[src/pkg/alu_pkg.sv]
package alu_pkg;
  localparam int DATA_W = 8;
  localparam int WORD_W = 16;
  localparam int IMM_W = 6;
  localparam int IOA_W = 6;
  // io space reachable by the single-bit set and clear instructions
  localparam logic [5:0] IO_BIT_LO = 6'h00;
  localparam logic [5:0] IO_BIT_HI = 6'h1f;
  // cycle counts per instruction class
  localparam int CYC_BYTE = 1;
  localparam int CYC_WORD = 2;
  // status flag positions in the flag vector
  localparam int FLG_C = 0;
  localparam int FLG_Z = 1;
  localparam int FLG_N = 2;
  localparam int FLG_V = 3;
  localparam int FLG_S = 4;
  localparam int FLG_H = 5;
  localparam int FLG_W = 6;
  localparam logic [5:0] FLAGS_RST = 6'h00;
  typedef enum logic [3:0] {
    ALU_ADD  = 4'h0,
    ALU_ADC  = 4'h1,
    ALU_SUB  = 4'h2,
    ALU_SUBB  = 4'h3,
    ALU_SUBK  = 4'h4,
    ALU_SUBBK = 4'h5,
    ALU_AND  = 4'h6,
    ALU_ANDK  = 4'h7,
    ALU_OR   = 4'h8,
    ALU_WADD = 4'h9,
    ALU_WSUB = 4'ha,
    ALU_BSET = 4'hb,
    ALU_BCLR = 4'hc
  } alu_op_e;
  typedef enum logic [1:0] {
    ALU_IDLE  = 2'b00,
    ALU_WORD2 = 2'b01
  } alu_st_e;
endpackage : alu_pkg

[src/hdl/alu_byte_core.sv]
`timescale 1ns/100ps
// 8-bit add/subtract/logic slice with flag generation
module alu_byte_core (
  // operands
  input wire logic [alu_pkg::DATA_W-1:0] a,
  input wire logic [alu_pkg::DATA_W-1:0] b,
  input wire logic cin,
  input wire logic sub,
  input wire logic [1:0] fn,
  // result
  output logic [alu_pkg::DATA_W-1:0] y,
  output logic cout,
  output logic half,
  output logic ovf,
  output logic zero,
  output logic neg
);
  import alu_pkg::*;
  logic [DATA_W:0] sum;
  logic [4:0] lo;
  logic [DATA_W-1:0] bx;
  always_comb begin
    bx = sub ? ~b : b;
    sum = {1'b0, a} + {1'b0, bx} + {{DATA_W{1'b0}}, (sub ^ cin)};
    lo = {1'b0, a[3:0]} + {1'b0, bx[3:0]} + {4'h0, (sub ^ cin)};
    y = sum[DATA_W-1:0];
    cout = sum[DATA_W] ^ sub;
    half = lo[4] ^ sub;
    ovf = (a[DATA_W-1] == bx[DATA_W-1]) && (y[DATA_W-1] != a[DATA_W-1]);
    if (fn == 2'd1) begin
      y = a & b;
      ovf = 1'b0;
    end else if (fn == 2'd2) begin
      y = a | b;
      ovf = 1'b0;
    end
    zero = (y == '0);
    neg = y[DATA_W-1];
  end
endmodule : alu_byte_core

[src/hdl/alu_exec.sv]
`timescale 1ns/100ps
module alu_exec (
  // clock and reset
  input wire logic clk,
  input wire logic arst_n,
  // instruction from decoder
  input wire logic op_valid,
  input wire alu_pkg::alu_op_e op,
  input wire logic [alu_pkg::DATA_W-1:0] dst_val,
  input wire logic [alu_pkg::DATA_W-1:0] src_val,
  input wire logic [alu_pkg::DATA_W-1:0] dst_hi_val,
  input wire logic [alu_pkg::DATA_W-1:0] imm,
  input wire logic [alu_pkg::IOA_W-1:0] io_addr,
  input wire logic [2:0] io_bit,
  input wire logic [alu_pkg::DATA_W-1:0] io_rd_data,
  input wire logic [alu_pkg::DATA_W-1:0] io_w1c_mask,
  // results
  output logic busy,
  output logic res_valid,
  output logic res_hi_valid,
  output logic [alu_pkg::DATA_W-1:0] res,
  output logic [alu_pkg::DATA_W-1:0] res_hi,
  output logic io_we,
  output logic io_refused,
  output logic [alu_pkg::IOA_W-1:0] io_wr_addr,
  output logic [alu_pkg::DATA_W-1:0] io_wr_data,
  output logic [alu_pkg::FLG_W-1:0] flags
);
  import alu_pkg::*;
  logic rst_s1_q, rst_n_q;
  always_ff @(posedge clk or negedge arst_n) begin
    if (!arst_n) begin
      rst_s1_q <= 1'b0;
      rst_n_q <= 1'b0;
    end else begin
      rst_s1_q <= 1'b1;
      rst_n_q <= rst_s1_q;
    end
  end

  function automatic logic is_word(input alu_op_e o);
    return (o == ALU_WADD) || (o == ALU_WSUB);
  endfunction : is_word
  function automatic logic is_io(input alu_op_e o);
    return (o == ALU_BSET) || (o == ALU_BCLR);
  endfunction : is_io

  alu_st_e st_q;
  logic wsub_q, carry_lo_q, zero_lo_q;
  logic [DATA_W-1:0] hi_q, res_lo_q;
  logic take;
  assign take = op_valid && (st_q == ALU_IDLE);
  assign busy = (st_q != ALU_IDLE);

  // operand select for the shared byte slice
  logic [DATA_W-1:0] a, b, y;
  logic cin, sub, co, hc, ov, zr, ng;
  logic [1:0] fn;
  always_comb begin
    a = dst_val;
    b = src_val;
    cin = 1'b0;
    sub = 1'b0;
    fn = 2'd0;
    if (st_q == ALU_WORD2) begin
      // high byte: propagate carry/borrow of the low byte, operand zero
      a = hi_q;
      b = '0;
      cin = carry_lo_q;
      sub = wsub_q;
    end else begin
      unique case (op)
        ALU_ADD: ;
        ALU_ADC: cin = flags[FLG_C];
        ALU_SUB: sub = 1'b1;
        ALU_SUBB: begin
          sub = 1'b1;
          cin = flags[FLG_C];
        end
        ALU_SUBK: begin
          sub = 1'b1;
          b = imm;
        end
        ALU_SUBBK: begin
          sub = 1'b1;
          b = imm;
          cin = flags[FLG_C];
        end
        ALU_AND: fn = 2'd1;
        ALU_ANDK: begin
          fn = 2'd1;
          b = imm;
        end
        ALU_OR: fn = 2'd2;
        ALU_WADD: b = {2'b00, imm[IMM_W-1:0]};
        ALU_WSUB: begin
          sub = 1'b1;
          b = {2'b00, imm[IMM_W-1:0]};
        end
        default: ;
      endcase
    end
  end

  alu_byte_core u_core (
    .a(a),
    .b(b),
    .cin(cin),
    .sub(sub),
    .fn(fn),
    .y(y),
    .cout(co),
    .half(hc),
    .ovf(ov),
    .zero(zr),
    .neg(ng)
  );

  // word sequencing: low byte in cycle one, high byte in cycle two
  always_ff @(posedge clk or negedge rst_n_q) begin
    if (!rst_n_q) begin
      st_q <= ALU_IDLE;
      wsub_q <= 1'b0;
      carry_lo_q <= 1'b0;
      zero_lo_q <= 1'b0;
      hi_q <= '0;
      res_lo_q <= '0;
    end else if (take && is_word(op)) begin
      st_q <= ALU_WORD2;
      wsub_q <= (op == ALU_WSUB);
      carry_lo_q <= co;
      zero_lo_q <= zr;
      hi_q <= dst_hi_val;
      res_lo_q <= y;
    end else begin
      st_q <= ALU_IDLE;
    end
  end

  // io read-modify-write; set flags read back as one get written as one
  logic io_ok;
  logic [DATA_W-1:0] io_mod;
  always_comb begin
    io_ok = (io_addr >= IO_BIT_LO) && (io_addr <= IO_BIT_HI);
    io_mod = io_rd_data;
    io_mod[io_bit] = (op == ALU_BSET);
  end

  always_ff @(posedge clk or negedge rst_n_q) begin
    if (!rst_n_q) begin
      res_valid <= 1'b0;
      res_hi_valid <= 1'b0;
      res <= '0;
      res_hi <= '0;
      io_we <= 1'b0;
      io_refused <= 1'b0;
      io_wr_addr <= '0;
      io_wr_data <= '0;
      flags <= FLAGS_RST;
    end else begin
      res_valid <= 1'b0;
      res_hi_valid <= 1'b0;
      io_we <= 1'b0;
      io_refused <= 1'b0;
      if (st_q == ALU_WORD2) begin
        res <= res_lo_q;
        res_hi <= y;
        res_valid <= 1'b1;
        res_hi_valid <= 1'b1;
        flags[FLG_C] <= co;
        flags[FLG_Z] <= zr && zero_lo_q;
        flags[FLG_N] <= ng;
        flags[FLG_V] <= ov;
        flags[FLG_S] <= ng ^ ov;
      end else if (take && is_io(op)) begin
        io_we <= io_ok;
        io_refused <= !io_ok;
        io_wr_addr <= io_addr;
        io_wr_data <= io_mod;
      end else if (take && !is_word(op)) begin
        res <= y;
        res_valid <= 1'b1;
        flags[FLG_Z] <= zr;
        flags[FLG_N] <= ng;
        flags[FLG_V] <= ov;
        // logic ops move only zero, negative and overflow; sign stays too
        if (fn == 2'd0) begin
          flags[FLG_C] <= co;
          flags[FLG_H] <= hc;
          flags[FLG_S] <= ng ^ ov;
        end
      end
    end
  end
endmodule : alu_exec

[config.mk]
export PLATFORM = sky130hd
export DESIGN_NAME = alu_exec
export DESIGN_NICKNAME = d
export VERILOG_FILES = /design/src/pkg/alu_pkg.sv /design/src/hdl/alu_byte_core.sv /design/src/hdl/alu_exec.sv
export SDC_FILE = /design/constraint.sdc
export NUM_CORES = 1
export LEC_CHECK = 0
export ABC_CLOCK_PERIOD_IN_PS = 1790
export BUFFER_PORTS_ARGS = -buffer_cell sky130_fd_sc_hd__buf_2
export CORE_MARGIN = 10
export CORE_UTILIZATION = 40
export DETAILED_ROUTE_END_ITERATION = 10
export PLACE_DENSITY_LB_ADDON = 0.12
export SETUP_SLACK_MARGIN = 0.1
export SYNTH_ARGS = -nofsm -noshare
export SYNTH_HDL_FRONTEND = slang
export SYNTH_SLANG_ARGS = --single-unit
[constraint.sdc]
create_clock -name clk -period 1.79 [get_ports clk]
set_input_delay 0.0895 -clock clk [delete_from_list [all_inputs] [get_ports clk]]
set_output_delay 0.0895 -clock clk [all_outputs]
set_load 0.01 [all_outputs]
# Word level (Yosys, flattened, before mapping)
# Index checks and enable logic that the tools add are counted.
dict set report totals {
  regBits 63
  latchBits 0
  mem_bits_rw 0
  mem_bits_ro 0
  input_bits 64
  elab_cells 115
  n_memories 0
}
dict set report op_classes {
  add_sub_neg 4
  mul 0
  div_mod_pow 0
  magnitude_cmp 4
  n_eq_ne 18
  n_shift 0
  mux 34
  n_bitwise 9
  reduce_logical 27
}
# op count
set ops {}
lappend ops {{$mux 8} 8}
lappend ops {{$eq 4x4->1 const B} 5}
lappend ops {{$mux 1} 18}
lappend ops {{$eq 4x3->1 const B} 4}
lappend ops {{$pmux 8 s2} 1}
lappend ops {{$mux 5} 3}
lappend ops {{$add 8x8->9} 1}
lappend ops {{$add 9x1->9} 1}
lappend ops {{$and 8x8->8} 1}
lappend ops {{$bwmux 8} 1}
lappend ops {{$eq 4x2->1 const B} 2}
lappend ops {{$logic_and 1x1->1} 8}
lappend ops {{$logic_not 8->1} 1}
lappend ops {{$not 8->8} 1}
lappend ops {{$or 8x8->8} 1}
lappend ops {{$ge 6x1->1 const B} 1}
lappend ops {{$le 6x5->1 const B} 1}
lappend ops {{$reduce_bool 2->1} 3}
lappend ops {{$reduce_or 3->1} 2}
lappend ops {{$add 4x4->5} 1}
lappend ops {{$add 5x1->5} 1}
lappend ops {{$reduce_or 5->1} 1}
lappend ops {{$eq 2x1->1 const B} 2}
lappend ops {{$eq 4x1->1 const B} 1}
lappend ops {{18 further kinds} 27}

# Logic depth before layout (Yosys ltp)
# Gate-level depths: netlist of run 1.
dict set report logic_depth {
  word_depth 17
  ltp_mapped 17
  depth_no_buf 15
}

# By module
# A second synthesis of run 1 with hierarchy kept.
dict set report hier_totals {
  cells_unflattened 387
  hier_area_um2 4013.8
}
# module instances cells_per_inst area_per_inst_um2
set by_module_without_submodules {}
lappend by_module_without_submodules {alu_exec 1 274 3233.1}
lappend by_module_without_submodules {alu_byte_core 1 113 780.7}

# Worst setup path after synthesis of run 1
# OpenSTA, ideal clock, no wires.
dict set report synth_path {
  path_type {reg2reg}
  from {register st_q[0]}
  to {register flags[1] (netlist name)}
  setup_ns 0.122
  arrival_time_ns 3.866
  t_required_ns 1.668
  setup_slack_ns -2.197
  stages_incl_launch_ff 15
  n_path_buf 4
  path_cell_list {dfrtp_1 > clkbuf_1 > clkbuf_1 > clkbuf_1 > clkbuf_1 > o21ai_0 > fa_1 > fa_1 > a211oi_1 > o21bai_1 > a21oi_1 > xnor2_1 > a2bb2oi_1 > nor4_4 > a32o_1}
}
dict set report synth_between {
  elab_chain_cells 12
  word_cells_on_any_way 29
}
# element line
set synth_rtl {}
lappend synth_rtl {{start, declared} alu_exec.sv:48} ;# alu_st_e st_q;
lappend synth_rtl {{start signal, assigned} alu_exec.sv:122} ;# st_q <= ALU_IDLE;
lappend synth_rtl {{start signal, assigned} alu_exec.sv:129} ;# st_q <= ALU_WORD2;
lappend synth_rtl {{start signal, assigned} alu_exec.sv:136} ;# st_q <= ALU_IDLE;
lappend synth_rtl {{$eq 2x1->1} {alu_exec.sv:65, alu_exec.sv:165}}
lappend synth_rtl {{$mux 8} alu_exec.sv:65} ;# if (st_q == ALU_WORD2) begin
lappend synth_rtl {{$not 8->8} alu_byte_core.sv:23} ;# bx = sub ? ~b : b;
lappend synth_rtl {{$mux 8} alu_byte_core.sv:23}
lappend synth_rtl {{$add 8x8->9} alu_byte_core.sv:24} ;# sum = {1'b0, a} + {1'b0, bx} + {{DATA_W{1'b0}}, (sub ^ cin)};
lappend synth_rtl {{$add 9x1->9} alu_byte_core.sv:24}
lappend synth_rtl {{$mux 8} alu_byte_core.sv:33} ;# end else if (fn == 2'd2) begin
lappend synth_rtl {{$mux 8} alu_byte_core.sv:30} ;# if (fn == 2'd1) begin
lappend synth_rtl {{$logic_not 8->1} alu_byte_core.sv:37} ;# zero = (y == '0);
lappend synth_rtl {{$mux 5} alu_exec.sv:180} ;# end else if (take && !is_word(op)) begin
lappend synth_rtl {{$mux 5} alu_exec.sv:175} ;# end else if (take && is_io(op)) begin
lappend synth_rtl {{$mux 5} alu_exec.sv:165} ;# if (st_q == ALU_WORD2) begin
lappend synth_rtl {{end signal, assigned by index} alu_exec.sv:174} ;# flags[FLG_S] <= ng ^ ov;
lappend synth_rtl {{end signal, assigned by index} alu_exec.sv:183} ;# flags[FLG_Z] <= zr;
lappend synth_rtl {{end signal, assigned by index} alu_exec.sv:184} ;# flags[FLG_N] <= ng;
lappend synth_rtl {{end, declared} alu_exec.sv:27} ;# output logic [alu_pkg::FLG_W-1:0] flags
# Parallel ways exist; a longest one is shown, timed or not. The select of a mux whose other input is x is not followed.
# A chain may end at the register's enable or synchronous reset.

# Final worst setup path of run 1
# Ends and elaborated chain as after synthesis.

==> results of run 1 <==
==> path summary, 6_finish.rpt <==
kind,startpoint,end,slack (ps),cells past startpoint
setup / recovery,st_q[0],flags[1],-1440,13
hold / removal,arst_n,rst_n_q,50,2
setup reg to reg,st_q[0],flags[1],-1440,13
hold reg to reg,rst_n_q,res[5],280,1
max in group asynchronous,rst_n_q,st_q[0],1250,1
min in group clk,io_rd_data[5],io_wr_data[5],50,3
==> final cells by class <==
cell class	count	area, um^2	share of cell area
Sequential cell	62	1554	0.2368
Inverter	15	61.31	0.009344
Clock inverter	7	121.4	0.01850
Clock buffer	9	123.9	0.01888
Tap cell	133	166.4	0.02536
Multi-Input combinational cell	345	2650	0.4039
Timing Repair Buffer	266	1884	0.2872
==> state kept, by name, indices dropped and copies added, names as in the netlist, 6 cells and up <==
signal and flops:
res_hi 8, hi_q 8, flags 6, io_wr_data 8, res_lo_q 8, io_wr_addr 6
res 8
==> critical path, cell delays in order, from the launching register on <==
cell and delay (ps):
dfrtp_2 460, a311oi_4 310, a21oi_4 90, xor2_1 190, fa_2 360, fa_2 390, a211oi_4 300, buf_4 150
buf_4 130, o22ai_4 70, o22ai_2 150, and2_1 180, nor4_2 60, a32o_1 260
==> power by group <==
group | total [mW] | switching (mW) | internal (mW) | leakage, nW
Sequential | 2.06 | 0.219 | 1.84 | 0.747
Clock | 1.53 | 0.597 | 0.932 | 0.124
Combinational | 3.45 | 1.60 | 1.85 | 2.30
==> cells by family (layout without fill, tap and decap cells) <==
kind of cell	count (synthesis)	in the layout	synth area share
simple gates	163	163	0.2084
compound gates	117	117	0.1882
flops	62	62	0.3851
buf+inv	43	297	0.04627
mux	39	39	0.1047
xor+xnor	16	16	0.03478
fa+ha+maj	9	9	0.03168
other cells	1	1	0.0009308
==> repair_timing <==
action	in CTS	in global routing
buffers inserted	15	6
gates cloned	0	1
hold endpoints to repair	17	0
setup endpoints to repair	46	54
resized for setup	52	22
hold buffers	15	0
pin swaps	20	14
==> placed cells by master, fill, tap and decap left out, types with 5 or more instances in the layout <==
cell type / n
o21ai_1: 12
inv_1: 13
nor2_1: 26
buf_2: 95
ha_1: 7
nand2b_1: 5
dlygate4sd3_1: 15
dfrtp_1: 60
mux2_2: 19
mux2_4: 6
mux2i_1: 14
nor3_1: 12
nor3b_1: 5
nand3b_1: 5
nor2_2: 5
a21oi_1: 24
buf_4: 140
xor2_1: 6
o21ai_0: 18
clkbuf_8: 9
buf_6: 12
nand2_1: 62
==> metal layers <==
layer | vias to the layer above | share of wire
met1 | 2018 | 0.44
met5 | - | 0
met4 | 0 | 0.025
li1 | 2108 | -
met3 | 24 | 0.062
met2 | 115 | 0.48
==> per-stage QoR <==
stage                     cells  power, mW  utilization  hold WS, ps  cell area [um^2]
after floorplan             450      3.496            -       -206.1              4164
after global placement      785      4.810       0.5818       -125.5              5687
after detailed placement    785      4.871       0.5818       -123.8              5687
after CTS                   830      6.958       0.6555        31.87              6407
after global routing        837      7.455       0.6713        46.78              6561
final                       837      7.043       0.6713        50.34              6561
==> impl_metrics.env, run 1 <==
export IMPL_outcome="complete, but fails checks"
export IMPL_violations="setup timing"
export IMPL_antenna_found_initial=0
export IMPL_dr_pass1_iters=4
export IMPL_drc=0
export IMPL_synth_top_area_cell="dfrtp_1"
export IMPL_crit_path_max_fanout=4
export IMPL_row_count=36
export IMPL_vias=4265
export IMPL_antenna_cells=0
export IMPL_post_place_ws_ps=-1805
export IMPL_cts_htree_levels=3
export IMPL_synthTopCellsByCount="nand2_1, dfrtp_1, o21ai_0"
export IMPL_initial_core_util=0.4122
export IMPL_place_gp_congestion=0.9714
export IMPL_arrival_ps=3450
export IMPL_synthTopCellsByArea="dfrtp_1, mux2_2, nand2_1, o21ai_0, a21oi_1"
export IMPL_netlist_instances=450
export IMPL_cts_clk_slew_worst_paths_ps=80
export IMPL_finalMaxSlewViolations=0
export IMPL_path_class="flip-flop to flip-flop"
export IMPL_antenna_left=0
export IMPL_drive_gt1_frac=0.5014
export IMPL_drt_wl_total_mm=13.76
export IMPL_grt_pass1_vias=4490
export IMPL_drv_cap=0
export IMPL_cts_buffers=9
export IMPL_grt_busiest_layer="met2"
export IMPL_grt_pass1_wl_mm=22.12
export IMPL_gr_usage_met2=0.3129
export IMPL_worstHoldPathType="input port to asynchronous set/reset pin"
export IMPL_grt_usage=0.1850
export IMPL_vias_per_cell=5.096
export IMPL_pwr_density_cell_mw_per_mm2=1073
export IMPL_synth_edf_count=0
export IMPL_die_w_um=120.4
export IMPL_grt_max_degree=61
export IMPL_power_leakage_nw=3.171
export IMPL_fin_ws_ps=-1441
export IMPL_synth_area_mm2=0.004029
export IMPL_clock_skew_ps=11.82
export IMPL_grt_use_met1=0.2202
export IMPL_cts_tree="done"
export IMPL_io_pin_count=105
export IMPL_met3_usage=0.05398
export IMPL_cts_sinks=62
export IMPL_worstPathRequired_ps=2010
export IMPL_coreArea_mm2=0.009774
export IMPL_wl_per_cell_um=16.44
export IMPL_irDropWorstVdd_mv=0.6673
export IMPL_hpwl_mm=10.15
export IMPL_clock_latency_ps=340
export IMPL_ys_ff_latch=62
export IMPL_hold_viol_final=0
export IMPL_fin_nets=772
export IMPL_nFillCells=798
export IMPL_yosysMostFrequentCell="nand2_1"
export IMPL_drt_iter0_markers=290
export IMPL_die_height_um=120.4
export IMPL_tns_ps=-35680
export IMPL_max_freq_mhz=309.5
export IMPL_synthesis_nets=523
export IMPL_cts_max_path_buffers=2
export IMPL_cp_start_kind="flip-flop"
export IMPL_finalCritPeriodShare=1.805
export IMPL_rsz0062_at_grt="yes"
export IMPL_syn2layout_area_growth_pct=62.86
export IMPL_avgSynthCellArea_um2=8.953
export IMPL_setup_viol=36
export IMPL_port_buffers=96
export IMPL_synth_async_reset_ratio=1.000
export IMPL_min_period_ps=3231
export IMPL_grt_overflow=0
export IMPL_critPathCaptureType="flip-flop"
export IMPL_synth_top_area_share=0.3851
export IMPL_dieArea_mm2=0.01449
export IMPL_synth_cell_types=71
export IMPL_cts_root_buf="clkbuf_8"
export IMPL_yosysSeqAreaShare=0.3851
export IMPL_ys_warn_count=0
export IMPL_ys_flop_type="dfrtp_1"
No activity file was read; power rests on OpenSTA's default activity.
==> inputs of run 2 (changes only) <==
--- a/config.mk
+++ b/config.mk
@@ -11,7 +11,7 @@
 export CORE_UTILIZATION = 40
 export DETAILED_ROUTE_END_ITERATION = 10
 export PLACE_DENSITY_LB_ADDON = 0.12
-export SETUP_SLACK_MARGIN = 0.1
 export SYNTH_ARGS = -nofsm -noshare
 export SYNTH_HDL_FRONTEND = slang
 export SYNTH_SLANG_ARGS = --single-unit
+export TNS_END_PERCENT = 5
==> impl_metrics.env, run 2 (synthesized netlist as in run 1, its figures left out) <==
export IMPL_io_pin_count=105
export IMPL_layout_commonest_cell="buf_4"
export IMPL_finalMaxSlewViolations=0
export IMPL_coreArea_mm2=0.009774
export IMPL_regArea_mm2=0.001554
export IMPL_outcome="complete, but fails checks"
export IMPL_drc=0
export IMPL_worstPathRequired_ps=2020
export IMPL_vias_per_cell=5.125
export IMPL_min_period_ps=3215
export IMPL_mostFrequentLayoutCells="buf_4, buf_2, nand2_1, dfrtp_1, nor2_1"
export IMPL_irDropWorstVdd_mv=1.052
export IMPL_max_freq_mhz=311.0
export IMPL_grt_pass1_vias=4225
export IMPL_cp_start_kind="flip-flop"
export IMPL_rsz0062_at_grt="yes"
export IMPL_postPlaceCellArea_mm2=0.005670
export IMPL_drt_iter0_markers=238
export IMPL_row_count=36
export IMPL_drv_cap=0
export IMPL_dr_pass1_iters=7
export IMPL_worstHoldPathType="input port to asynchronous set/reset pin"
export IMPL_clock_skew_ps=8.572
export IMPL_grt_overflow=0
export IMPL_violations="setup timing"
export IMPL_place_gp_congestion=0.9650
export IMPL_initial_core_util=0.4122
export IMPL_pwr_density_cell_mw_per_mm2=1041
export IMPL_multi_input_area_mm2=0.002555
export IMPL_hold_viol_final=0
export IMPL_grt_max_degree=61
export IMPL_antenna_left=0
export IMPL_dieArea_mm2=0.01449
export IMPL_die_height_um=120.4
export IMPL_grt_usage=0.1822
export IMPL_cts_clk_slew_worst_paths_ps=70
export IMPL_grt_pass1_wl_mm=21.64
export IMPL_setup_viol=40
export IMPL_nFillCells=814
export IMPL_path_class="flip-flop to flip-flop"
export IMPL_fin_nets=761
export IMPL_crit_path_max_fanout=4
export IMPL_port_buffers=96
export IMPL_arrival_ps=3450
export IMPL_die_w_um=120.4
export IMPL_cts_max_path_buffers=2
export IMPL_finalPower_mw=6.621
export IMPL_cts_htree_levels=3
export IMPL_power_leakage_nw=3.053
export IMPL_final_cell_area_mm2=0.006359
export IMPL_clock_latency_ps=350
export IMPL_finalCritPeriodShare=1.796
export IMPL_cts_sinks=62
export IMPL_fin_ws_ps=-1425
export IMPL_cts_buffers=9
export IMPL_final_util=0.6505
export IMPL_antenna_cells=0
export IMPL_cts_tree="done"
export IMPL_drive_gt1_frac=0.4848
export IMPL_antenna_found_initial=0
export IMPL_wl_per_cell_um=16.27
export IMPL_vias=4233
export IMPL_drt_wl_total_mm=13.44
export IMPL_tns_ps=-34840
export IMPL_syn2layout_area_growth_pct=57.83
export IMPL_worst_hold_slack_ps=50.40
export IMPL_cts_root_buf="clkbuf_8"
export IMPL_hpwl_mm=10.44
export IMPL_critPathCaptureType="flip-flop"
[run 2: cell types whose count changed in the layout (fill, tap and decap cells not counted), sizes merged]
cell      previous run  this run
buf                249       240
clkinv               5         4
clkinvlp             0         2
bufinv               3         2
clkbuf              11         9
[run 2: final timing paths]
| path | to | depth (start not counted) | start | slack, ps |
|---|---|---|---|---|
| worst min-delay path | rst_n_q | 2 | arst_n | 50 |
| min in group clk | io_wr_data[4] | 3 | io_rd_data[4] | 50 |
| max in group asynchronous | st_q[0] | 1 | rst_n_q | 1250 |
| worst max register to register | flags[1] | 12 | st_q[0] | -1420 |
| worst min register to register | res_hi[0] | 1 | rst_n_q | 260 |
| worst max-delay path | flags[1] | 12 | st_q[0] | -1420 |
[run 2: power by group]
group          internal, mW  total [mW]  switching (mW)
Clock                 0.788        1.38           0.596
Combinational          1.68        3.17            1.48
Sequential             1.84        2.07           0.228
[run 2: worst max-delay path: stages (launching register included)]
cell and delay (ps):
dfrtp_2 460, a311oi_4 340, a21oi_4 100, xnor2_2 160
fa_2 410, fa_2 400, a211oi_4 240, o21bai_1 110
a21oi_2 190, xnor2_2 150, a2bb2oi_2 250, nor4_4 60
a32o_1 240
[run 2: per-layer routing]
metal,vias up,global-route usage,wire (um)
met5,-,0,0
met4,0,0.05128,198
met3,12,0.04793,850
met2,126,0.2975,6445
met1,2015,0.2321,5940
li1,2080,-,-
[run 2: through the flow]
| stage | worst slack (ps) | instances |
|---|---|---|
| floorplan | -1734 | 450 |
| detailed placement | -1830 | 787 |
| global placement | -1732 | 787 |
| finish | -1425 | 826 |
| global route | -1602 | 826 |
| CTS | -1412 | 827 |
[run 2: cell type report]
class	count	area share
clock buffers	9	0.01948
repair buffers	255	0.2839
flip-flops and latches	62	0.2444
inverters	15	0.008855
well taps	133	0.02617
multi-input cells	345	0.4018
clock inverters	7	0.01535
[run 2: what timing repair did]
item,CTS,global route
hold endpoints to repair,18,0
pin swaps,21,14
endpoints found under the setup margin,50,52
buffers inserted,9,0
hold buffers,15,0
gates resized for setup,36,23
